--- config.mk ---
export PLATFORM = sky130hd
export DESIGN_NAME = scc_config_regs
export DESIGN_NICKNAME = d
export VERILOG_FILES = /design/src/shared/scc_pkg.sv /design/src/logic/scc_config_regs.sv /design/src/logic/scc_swing_decode.sv
export VERILOG_INCLUDE_DIRS = /design/src /design/src/shared
export SDC_FILE = /design/constraint.sdc
export NUM_CORES = 1
export LEC_CHECK = 0
export ABC_AREA = 1
export BUFFER_PORTS_ARGS = -buffer_cell sky130_fd_sc_hd__buf_2
export CORE_MARGIN = 3
export CORE_UTILIZATION = 43
export CTS_BUF_LIST = sky130_fd_sc_hd__clkbuf_16
export DETAILED_ROUTE_END_ITERATION = 10
export PLACE_DENSITY = 0.8
export SLEW_MARGIN = 5
export SYNTH_ARGS = -nofsm -noshare
export SYNTH_HDL_FRONTEND = slang
export SYNTH_SLANG_ARGS = --single-unit
--- constraint.sdc ---
create_clock -name ref_clk -period 0.8 [get_ports ref_clk]
set_input_delay 0.12 -clock ref_clk [delete_from_list [all_inputs] [get_ports ref_clk]]
set_output_delay 0.12 -clock ref_clk [all_outputs]
set_load 0.1 [all_outputs]
--- src/shared/scc_map.svh ---
`ifndef SCC_MAP_SVH
`define SCC_MAP_SVH
// ----------------------------------------
// Register offsets
// ----------------------------------------
`define SCC_ADDR_W 12
`define SCC_OFF_SYNC_REF 12'h084
`define SCC_OFF_NV_SEQ 12'h085
`define SCC_OFF_SWING 12'h08d
`define SCC_OFF_DRIVER 12'h08f
// ----------------------------------------
// Field positions
// ----------------------------------------
`define SCC_COUPLING_BIT 6
`define SCC_REF_PD_BIT 0
`define SCC_SEQ_A_HI 6
`define SCC_SEQ_A_LO 4
`define SCC_SEQ_B_BIT 1
`define SCC_SEQ_C_BIT 0
`define SCC_SWING_HI 4
`define SCC_SWING_LO 0
`define SCC_DRV_OFF_BIT 0
// ----------------------------------------
// Reset values and swing ranges
// ----------------------------------------
`define SCC_RST_COUPLING 1'h0
`define SCC_RST_REF_PD 1'h0
`define SCC_RST_RDATA 8'h00
`define SCC_RST_INVERTED 1'h0
`define SCC_RST_VALID 1'h1
`define SCC_RST_SEQ_A 3'h1
`define SCC_RST_SEQ_B 1'h1
`define SCC_RST_SEQ_C 1'h1
`define SCC_RST_SWING 5'h00
`define SCC_RST_DRIVER 1'h0
`define SCC_SWING_POS_MAX 5'h09
`define SCC_SWING_NEG_MIN 5'h0a
`define SCC_SWING_NEG_MAX 5'h13
`endif

--- src/shared/scc_pkg.sv ---
package scc_pkg;
  typedef struct packed {
    logic ref_input_coupling_select;
    logic ref_receiver_powerdown;
  } scc_ref_t;

  typedef struct packed {
    logic [2:0] nonvolatile_seq_field_a;
    logic nonvolatile_seq_field_b;
    logic nonvolatile_seq_field_c;
  } scc_seq_t;

  typedef struct packed {
    logic [4:0] aux_clock_swing_code;
    logic swing_inverted;
    logic swing_valid;
    logic aux_clock_driver_off;
  } scc_clk_t;
endpackage

--- src/logic/scc_config_regs.sv ---
`include "scc_map.svh"
// Behaviour
// - Bit 6 selects AC or DC coupling
// - Bit 0 powers down reference receiver
// - Five-bit swing code, resets zero
// - Codes 10 to 19 invert output clock
// - Bit 0 powers down clock driver
module scc_config_regs (
  input wire logic ref_clk,
  input wire logic reset,
  input wire logic [`SCC_ADDR_W-1:0] addr,
  input wire logic [7:0] wdata,
  input wire logic wr_stb,
  input wire logic rd_stb,
  output logic [7:0] rdata,
  output scc_pkg::scc_ref_t ref_cfg,
  output scc_pkg::scc_seq_t seq_cfg,
  output scc_pkg::scc_clk_t clk_cfg
);
  // ----------------------------------------
  // Register state
  // ----------------------------------------
  logic coupling_q;
  logic coupling_d;
  logic ref_pd_q;
  logic ref_pd_d;
  logic [2:0] seq_a_q;
  logic [2:0] seq_a_d;
  logic seq_b_q;
  logic seq_b_d;
  logic seq_c_q;
  logic seq_c_d;
  logic [4:0] swing_q;
  logic [4:0] swing_d;
  logic drv_off_q;
  logic drv_off_d;
  logic [7:0] rdata_q;
  logic [7:0] rdata_d;
  logic wr_ref;
  logic wr_seq;
  logic wr_swing;
  logic wr_drv;
  logic inv_q;
  logic inv_d;
  logic valid_q;
  logic valid_d;

  // ----------------------------------------
  // Write decode
  // ----------------------------------------
  always_comb
  begin
    wr_ref = 1'b0;
    wr_seq = 1'b0;
    wr_swing = 1'b0;
    wr_drv = 1'b0;
    if (wr_stb)
    begin
      // Unmapped offsets hit nothing, so the write is dropped
      case (addr)
        `SCC_OFF_SYNC_REF:
          wr_ref = 1'b1;
        `SCC_OFF_NV_SEQ:
          wr_seq = 1'b1;
        `SCC_OFF_SWING:
          wr_swing = 1'b1;
        `SCC_OFF_DRIVER:
          wr_drv = 1'b1;
        default:
        begin
        end
      endcase
    end
  end

  // ----------------------------------------
  // Reference receiver
  // ----------------------------------------
  always_comb
  begin
    coupling_d = coupling_q;
    ref_pd_d = ref_pd_q;
    if (wr_ref)
    begin
      // Bits 7 and 5:1 are not stored
      coupling_d = wdata[`SCC_COUPLING_BIT];
      ref_pd_d = wdata[`SCC_REF_PD_BIT];
    end
  end

  always_ff @(posedge ref_clk or posedge reset)
  begin
    if (reset)
    begin
      coupling_q <= `SCC_RST_COUPLING;
      ref_pd_q <= `SCC_RST_REF_PD;
    end
    else
    begin
      coupling_q <= coupling_d;
      ref_pd_q <= ref_pd_d;
    end
  end

  // ----------------------------------------
  // Sequence control
  // ----------------------------------------
  always_comb
  begin
    seq_a_d = seq_a_q;
    seq_b_d = seq_b_q;
    seq_c_d = seq_c_q;
    if (wr_seq)
    begin
      // Plain storage; sequencing is the host's job
      seq_a_d = wdata[`SCC_SEQ_A_HI:`SCC_SEQ_A_LO];
      seq_b_d = wdata[`SCC_SEQ_B_BIT];
      seq_c_d = wdata[`SCC_SEQ_C_BIT];
    end
  end

  always_ff @(posedge ref_clk or posedge reset)
  begin
    if (reset)
    begin
      seq_a_q <= `SCC_RST_SEQ_A;
      seq_b_q <= `SCC_RST_SEQ_B;
      seq_c_q <= `SCC_RST_SEQ_C;
    end
    else
    begin
      seq_a_q <= seq_a_d;
      seq_b_q <= seq_b_d;
      seq_c_q <= seq_c_d;
    end
  end

  // ----------------------------------------
  // Clock output
  // ----------------------------------------
  always_comb
  begin
    swing_d = swing_q;
    drv_off_d = drv_off_q;
    if (wr_swing)
    begin
      swing_d = wdata[`SCC_SWING_HI:`SCC_SWING_LO];
    end
    if (wr_drv)
    begin
      drv_off_d = wdata[`SCC_DRV_OFF_BIT];
    end
  end

  // Decoded from the next code so the flags move with it
  scc_swing_decode u_decode (
    .code(swing_d),
    .inverted(inv_d),
    .valid(valid_d)
  );

  always_ff @(posedge ref_clk or posedge reset)
  begin
    if (reset)
    begin
      swing_q <= `SCC_RST_SWING;
      drv_off_q <= `SCC_RST_DRIVER;
      inv_q <= `SCC_RST_INVERTED;
      valid_q <= `SCC_RST_VALID;
    end
    else
    begin
      swing_q <= swing_d;
      drv_off_q <= drv_off_d;
      inv_q <= inv_d;
      valid_q <= valid_d;
    end
  end

  // ----------------------------------------
  // Read path
  // ----------------------------------------
  always_comb
  begin
    rdata_d = 8'h00;
    if (rd_stb)
    begin
      // Unmapped addresses and reserved bits read zero
      case (addr)
        `SCC_OFF_SYNC_REF:
        begin
          rdata_d[`SCC_COUPLING_BIT] = coupling_q;
          rdata_d[`SCC_REF_PD_BIT] = ref_pd_q;
        end
        `SCC_OFF_NV_SEQ:
        begin
          rdata_d[`SCC_SEQ_A_HI:`SCC_SEQ_A_LO] = seq_a_q;
          rdata_d[`SCC_SEQ_B_BIT] = seq_b_q;
          rdata_d[`SCC_SEQ_C_BIT] = seq_c_q;
        end
        `SCC_OFF_SWING:
          rdata_d[`SCC_SWING_HI:`SCC_SWING_LO] = swing_q;
        `SCC_OFF_DRIVER:
          rdata_d[`SCC_DRV_OFF_BIT] = drv_off_q;
        default:
          rdata_d = 8'h00;
      endcase
    end
  end

  // Read data stands one cycle, then returns to zero
  always_ff @(posedge ref_clk or posedge reset)
  begin
    if (reset)
    begin
      rdata_q <= `SCC_RST_RDATA;
    end
    else
    begin
      rdata_q <= rdata_d;
    end
  end

  // ----------------------------------------
  // Outputs
  // ----------------------------------------
  assign rdata = rdata_q;
  assign ref_cfg.ref_input_coupling_select = coupling_q;
  assign ref_cfg.ref_receiver_powerdown = ref_pd_q;
  assign seq_cfg.nonvolatile_seq_field_a = seq_a_q;
  assign seq_cfg.nonvolatile_seq_field_b = seq_b_q;
  assign seq_cfg.nonvolatile_seq_field_c = seq_c_q;
  assign clk_cfg.aux_clock_swing_code = swing_q;
  assign clk_cfg.swing_inverted = inv_q;
  assign clk_cfg.swing_valid = valid_q;
  assign clk_cfg.aux_clock_driver_off = drv_off_q;
endmodule

--- src/logic/scc_swing_decode.sv ---
`include "scc_map.svh"
// ----------------------------------------
// Swing range decode
// ----------------------------------------
module scc_swing_decode (
  input wire logic [4:0] code,
  output logic inverted,
  output logic valid
);
  always_comb
  begin
    // Second range drives an inverted clock
    inverted = (code >= `SCC_SWING_NEG_MIN) &&
               (code <= `SCC_SWING_NEG_MAX);
    // Codes above 19 have no defined swing
    valid = (code <= `SCC_SWING_POS_MAX) || inverted;
  end
endmodule

==> results of run 1 <==
kinds of logic after synthesis:
family	share of synthesized area (%)
mux	0.955
simple gates	33.5
other cells	0.318
compound gates	4.56
flops	47.1
buf+inv	13.5
through the flow:
| step | setup TNS, ns | utilization [%] | cell area (sq um) | instances | hold WS, ns |
|---|---|---|---|---|---|
| 2_1_floorplan | -3.10 | - | 1290 | 136 | 0.106 |
| 3_3_place_gp | -6.34 | 74.7 | 1900 | 215 | 0.145 |
| 3_5_place_dp | -8.03 | 74.7 | 1900 | 215 | 0.149 |
| 4_1_cts | -8.20 | 92.0 | 2340 | 238 | 0.122 |
what timing repair did:
item	4_1_cts
cloned	1
pin swaps	22
setup endpoints to repair	44
endpoints found under the hold margin	18
gates resized for setup	58
hold buffers	1
buffers inserted	20
synthesized netlist by cell type (all sizes together):
master	n
nand3b	1
nand3	11
nor2	13
conb	1
nor3	5
a21oi	5
nand2	39
mux2	1
buf	9
clkinv	1
dfstp	4
o21ai	5
inv	23
dfrtp	18
==> results.toml, run 1 <==
[clock_network]
clockBufferDepth = 2
clock-sinks = 22
root_buffer = "clkbuf_16"
numCtsBuffers = 3
htreeDepth = 1

[floorplan]
dieWidth_um = 58.4
start_util_pct = 46.3
die_h_um = 58.4
io_pins = 47
row_count = 18

[logic_synthesis]
avgSynthCellArea_sq_um = 8.67
yosysTopAreaCellShare_pct = 38.2
yosysUniqueCellTypes = 25
yosys-top-cells-area = "dfrtp_1 (38%), nand2_1 (10%), dfstp_2 (8.9%)"
syn_inst = 136
yosysTopAreaCell = "dfrtp_1"
syn-num-nets = 160
ys_seq_elements = 22
yosys_warnings = 0
seq_area_frac_synth_pct = 47.1
syn_area_sq_um = 1180

[sta]
crit_endpoint = "seq_cfg[2]"
worstEpCategory = "output port"

[placed_design]
place_hpwl_um = 2310
port_buffers = 44
pre_cts_ws_ns = -0.487
gp_congestion = 0.801

[outcome]
status = "stopped before the end"
tool.error = "[ERROR DPL-0038] Utilization greater than 100%, impossible to legalize"
haltStage = "global routing (5_1_grt)"

[global_route]
grt_max_degree = 23
==> run 2, diff against run 1 <==
--- a/config.mk
+++ b/config.mk
@@ -8,11 +8,10 @@
 export LEC_CHECK = 0
 export ABC_AREA = 1
 export BUFFER_PORTS_ARGS = -buffer_cell sky130_fd_sc_hd__buf_2
-export CORE_MARGIN = 3
-export CORE_UTILIZATION = 43
-export CTS_BUF_LIST = sky130_fd_sc_hd__clkbuf_16
+export CORE_AREA = 3 3 64 66
 export DETAILED_ROUTE_END_ITERATION = 10
-export PLACE_DENSITY = 0.8
+export DIE_AREA = 0 0 67 69
+export PLACE_DENSITY_LB_ADDON = 0.15
 export SLEW_MARGIN = 5
 export SYNTH_ARGS = -nofsm -noshare
 export SYNTH_HDL_FRONTEND = slang
==> constraint.sdc (replaced) <==
create_clock -name ref_clk -period 1 [get_ports ref_clk]
set_input_delay 0.15 -clock ref_clk [delete_from_list [all_inputs] [get_ports ref_clk]]
set_output_delay 0.15 -clock ref_clk [all_outputs]
set_load 0.1 [all_outputs]
==> run 2 against run 1 <==
Against the previous run:
- synthesized cell count unchanged
- the flow now finishes, with violations (setup timing)
- synthesized area is the same
==> results.toml, run 2 <==
[layout]
num-nets-final = 224
design_area_sq_um = 2120
drive_gt1_share_pct = 64.8
diodes = 0
final_common_cell = "nand2_1"
largest_register_ff_count = 7
finish.utilization_pct = 58.4
mostFrequentLayoutCells = "nand2_1 (26), buf_12 (22), buf_2 (20), buf_4 (19), inv_1 (17)"
area_delta_synth_final_pct = 80.0

[clock_network]
clockBufferDepth = 2
numCtsBuffers = 3
clk_pin_slew_ns = 0.08
htreeDepth = 1
root_buffer = "clkbuf_8"
clkLatencyLatePin_ns = 0.26
cts_tree = "built"
clock-sinks = 22

[power_and_ir_drop]
power.density_nw_per_um2 = 909
p_leak_nw = 1.03
vdd_drop_max_v = 0.000473

[worst_hold_path]
hold_path.class = "in2reg"

[logic_synthesis]
synth_fa_ha_area_share_pct = 0
synth-simple-area-share_pct = 33.5
muxShareOfSynthArea_pct = 0.955
synth_top_family_by_area = "simple AND/OR/NAND/NOR gates"
synth-compound-area-share_pct = 4.56
yosys-top-cells-area = "dfrtp_1 (38%), nand2_1 (10%), dfstp_2 (8.9%)"
syn_area_sq_um = 1180
yosysUniqueCellTypes = 25
yosysTopAreaCell = "dfrtp_1"
async_flop_share_pct = 100
avgSynthCellArea_sq_um = 8.67
synth-main-ff-cell = "dfrtp_1"
yosys.area_share.xor_xnor_pct = 0
yosys_warnings = 0
synth_edf_count = 0
syn-num-nets = 160
ys_seq_elements = 22
synth_common_cells = "nand2_1 (32), inv_1 (21), dfrtp_1 (18)"
syn_inst = 136
synth_most_common_cell = "nand2_1"
seq_area_frac_synth_pct = 47.1
yosysTopAreaCellShare_pct = 38.2

[sta]
period_share_pct = 122
hold_viol = 0
fmax_mhz = 821
rsz0062_at_grt = "true"
setup_slack_ns = -0.218
slew_viol_final = 0
finalCriticalPeriod_ns = 1.22
skew_ns = 0.00624
setup_tns_ns = -1.20
setup_viol = 13

[routing]
postRouteWirelength_um = 2630
dr.first_iter.drc_count = 36
via_per_inst = 4.23
postRouteAntennaNets = 0
wl_per_cell_um = 10.7
vias = 1044
drc_errors = 0
firstDrtPassIters = 4

[outcome]
violations = "setup timing"
status = "finished, violations left"

[placed_design]
dpl_cell_area_sq_um = 1840
port_buffers = 44
pre_cts_ws_ns = -0.260
gp_congestion = 0.783
place_hpwl_um = 2020

[worst_setup_path]
required_ns = 0.85
critPathKind = "reg2out"
crit_arrival_ns = 1.07
path_delay_family = "flip-flops"
critPathBufInv = 1
slowest_delay_ns = 0.64
path_cells = "buf_12"
crit_fanout = 2
cpMaxStageDelayCell = "dfstp_4"
critPathLaunchType = "flip-flop"
endpoint_kind = "output pin"
rrSetupSlack_ns = -0.04

[global_route]
track_usage_pct = 12.4
grt_pass1_vias = 1000
globalRouteOverflowTotal = 0
antenna_found_initial = 0
grt_max_degree = 23
grt_pass1_wl_um = 4430

[floorplan]
start_util_pct = 32.4
io_pins = 47
dieArea_sq_um = 4620
dieWidth_um = 67
row_count = 22
core_sq_um = 3630
die_h_um = 69

[job]
maxCapViolCount = 0
==> run 2: cell counts after synthesis <==
No cell type changed its count.
==> run 2: where the power goes <==
group / internal, mW / switching (mW) / leakage (nW)
Combinational: 0.0867 / 0.138 / 0.744
Sequential: 0.893 / 0.00290 / 0.253
Clock: 0.534 / 0.275 / 0.0357
==> run 2: routing by layer <==
| metal | share of wire (%) | track usage, % | vias up | routed length [um] |
|---|---|---|---|---|
| met2 | 55 | 21.1 | 27 | 1450 |
| met1 | 39 | 14.9 | 479 | 1020 |
| met4 | 1.9 | 5.41 | 0 | 49 |
| met5 | 0 | 0 | - | 0 |
| met3 | 4.4 | 1.95 | 4 | 116 |
| li1 | - | - | 534 | - |
==> run 2: repair_timing <==
| item | CTS | global route |
|---|---|---|
| hold endpoints to repair | 18 | 0 |
| cloned | 0 | 1 |
| pin swaps | 4 | 11 |
| endpoints found under the setup margin | 18 | 35 |
| setup buffers | 9 | 2 |
| resized for setup | 4 | 24 |
| hold buffers | 1 | 0 |
==> run 2: cell type report <==
type / instances / area (sq um)
tap: 48 / 60.1
clock buffer: 3 / 41.3
sequential: 22 / 589
timing repair buffer: 67 / 753
clock inverter: 1 / 30.0
fill: 322 / 1510
multi-input combinational: 82 / 551
inverter: 24 / 97.6
==> run 2: path summary, 6_finish.rpt <==
kind | from | depth (start not counted) | endpoint
worst max register to register | swing_q[4] | 7 | inv_q
worst max-delay path | seq_a_q[0] | 1 | seq_cfg[2]
worst min-delay path | wdata[0] | 2 | drv_off_q
max in group asynchronous | reset | 4 | valid_q
worst min register to register | swing_q[1] | 2 | rdata[1]
min in group asynchronous | reset | 4 | seq_a_q[1]
==> run 2: cell families after synthesis <==
logic type,count (synthesis)
other,1
buffers and inverters,33
AOI/OAI and AO/OA,10
DFF,22
muxes,1
and+or+nand+nor,69
==> run 2: stage by stage <==
| stage | hold WS (ns) | instances | total power, mW |
|---|---|---|---|
| floorplan | 0.136 | 136 | 1.02 |
| finish | 0.113 | 247 | 1.93 |
| global placement | 0.197 | 230 | 1.10 |
| CTS | 0.109 | 244 | 1.93 |
| global route | 0.111 | 247 | 2.01 |
| detailed placement | 0.200 | 230 | 1.11 |
Note: power is estimated with default switching activity, not from simulation.
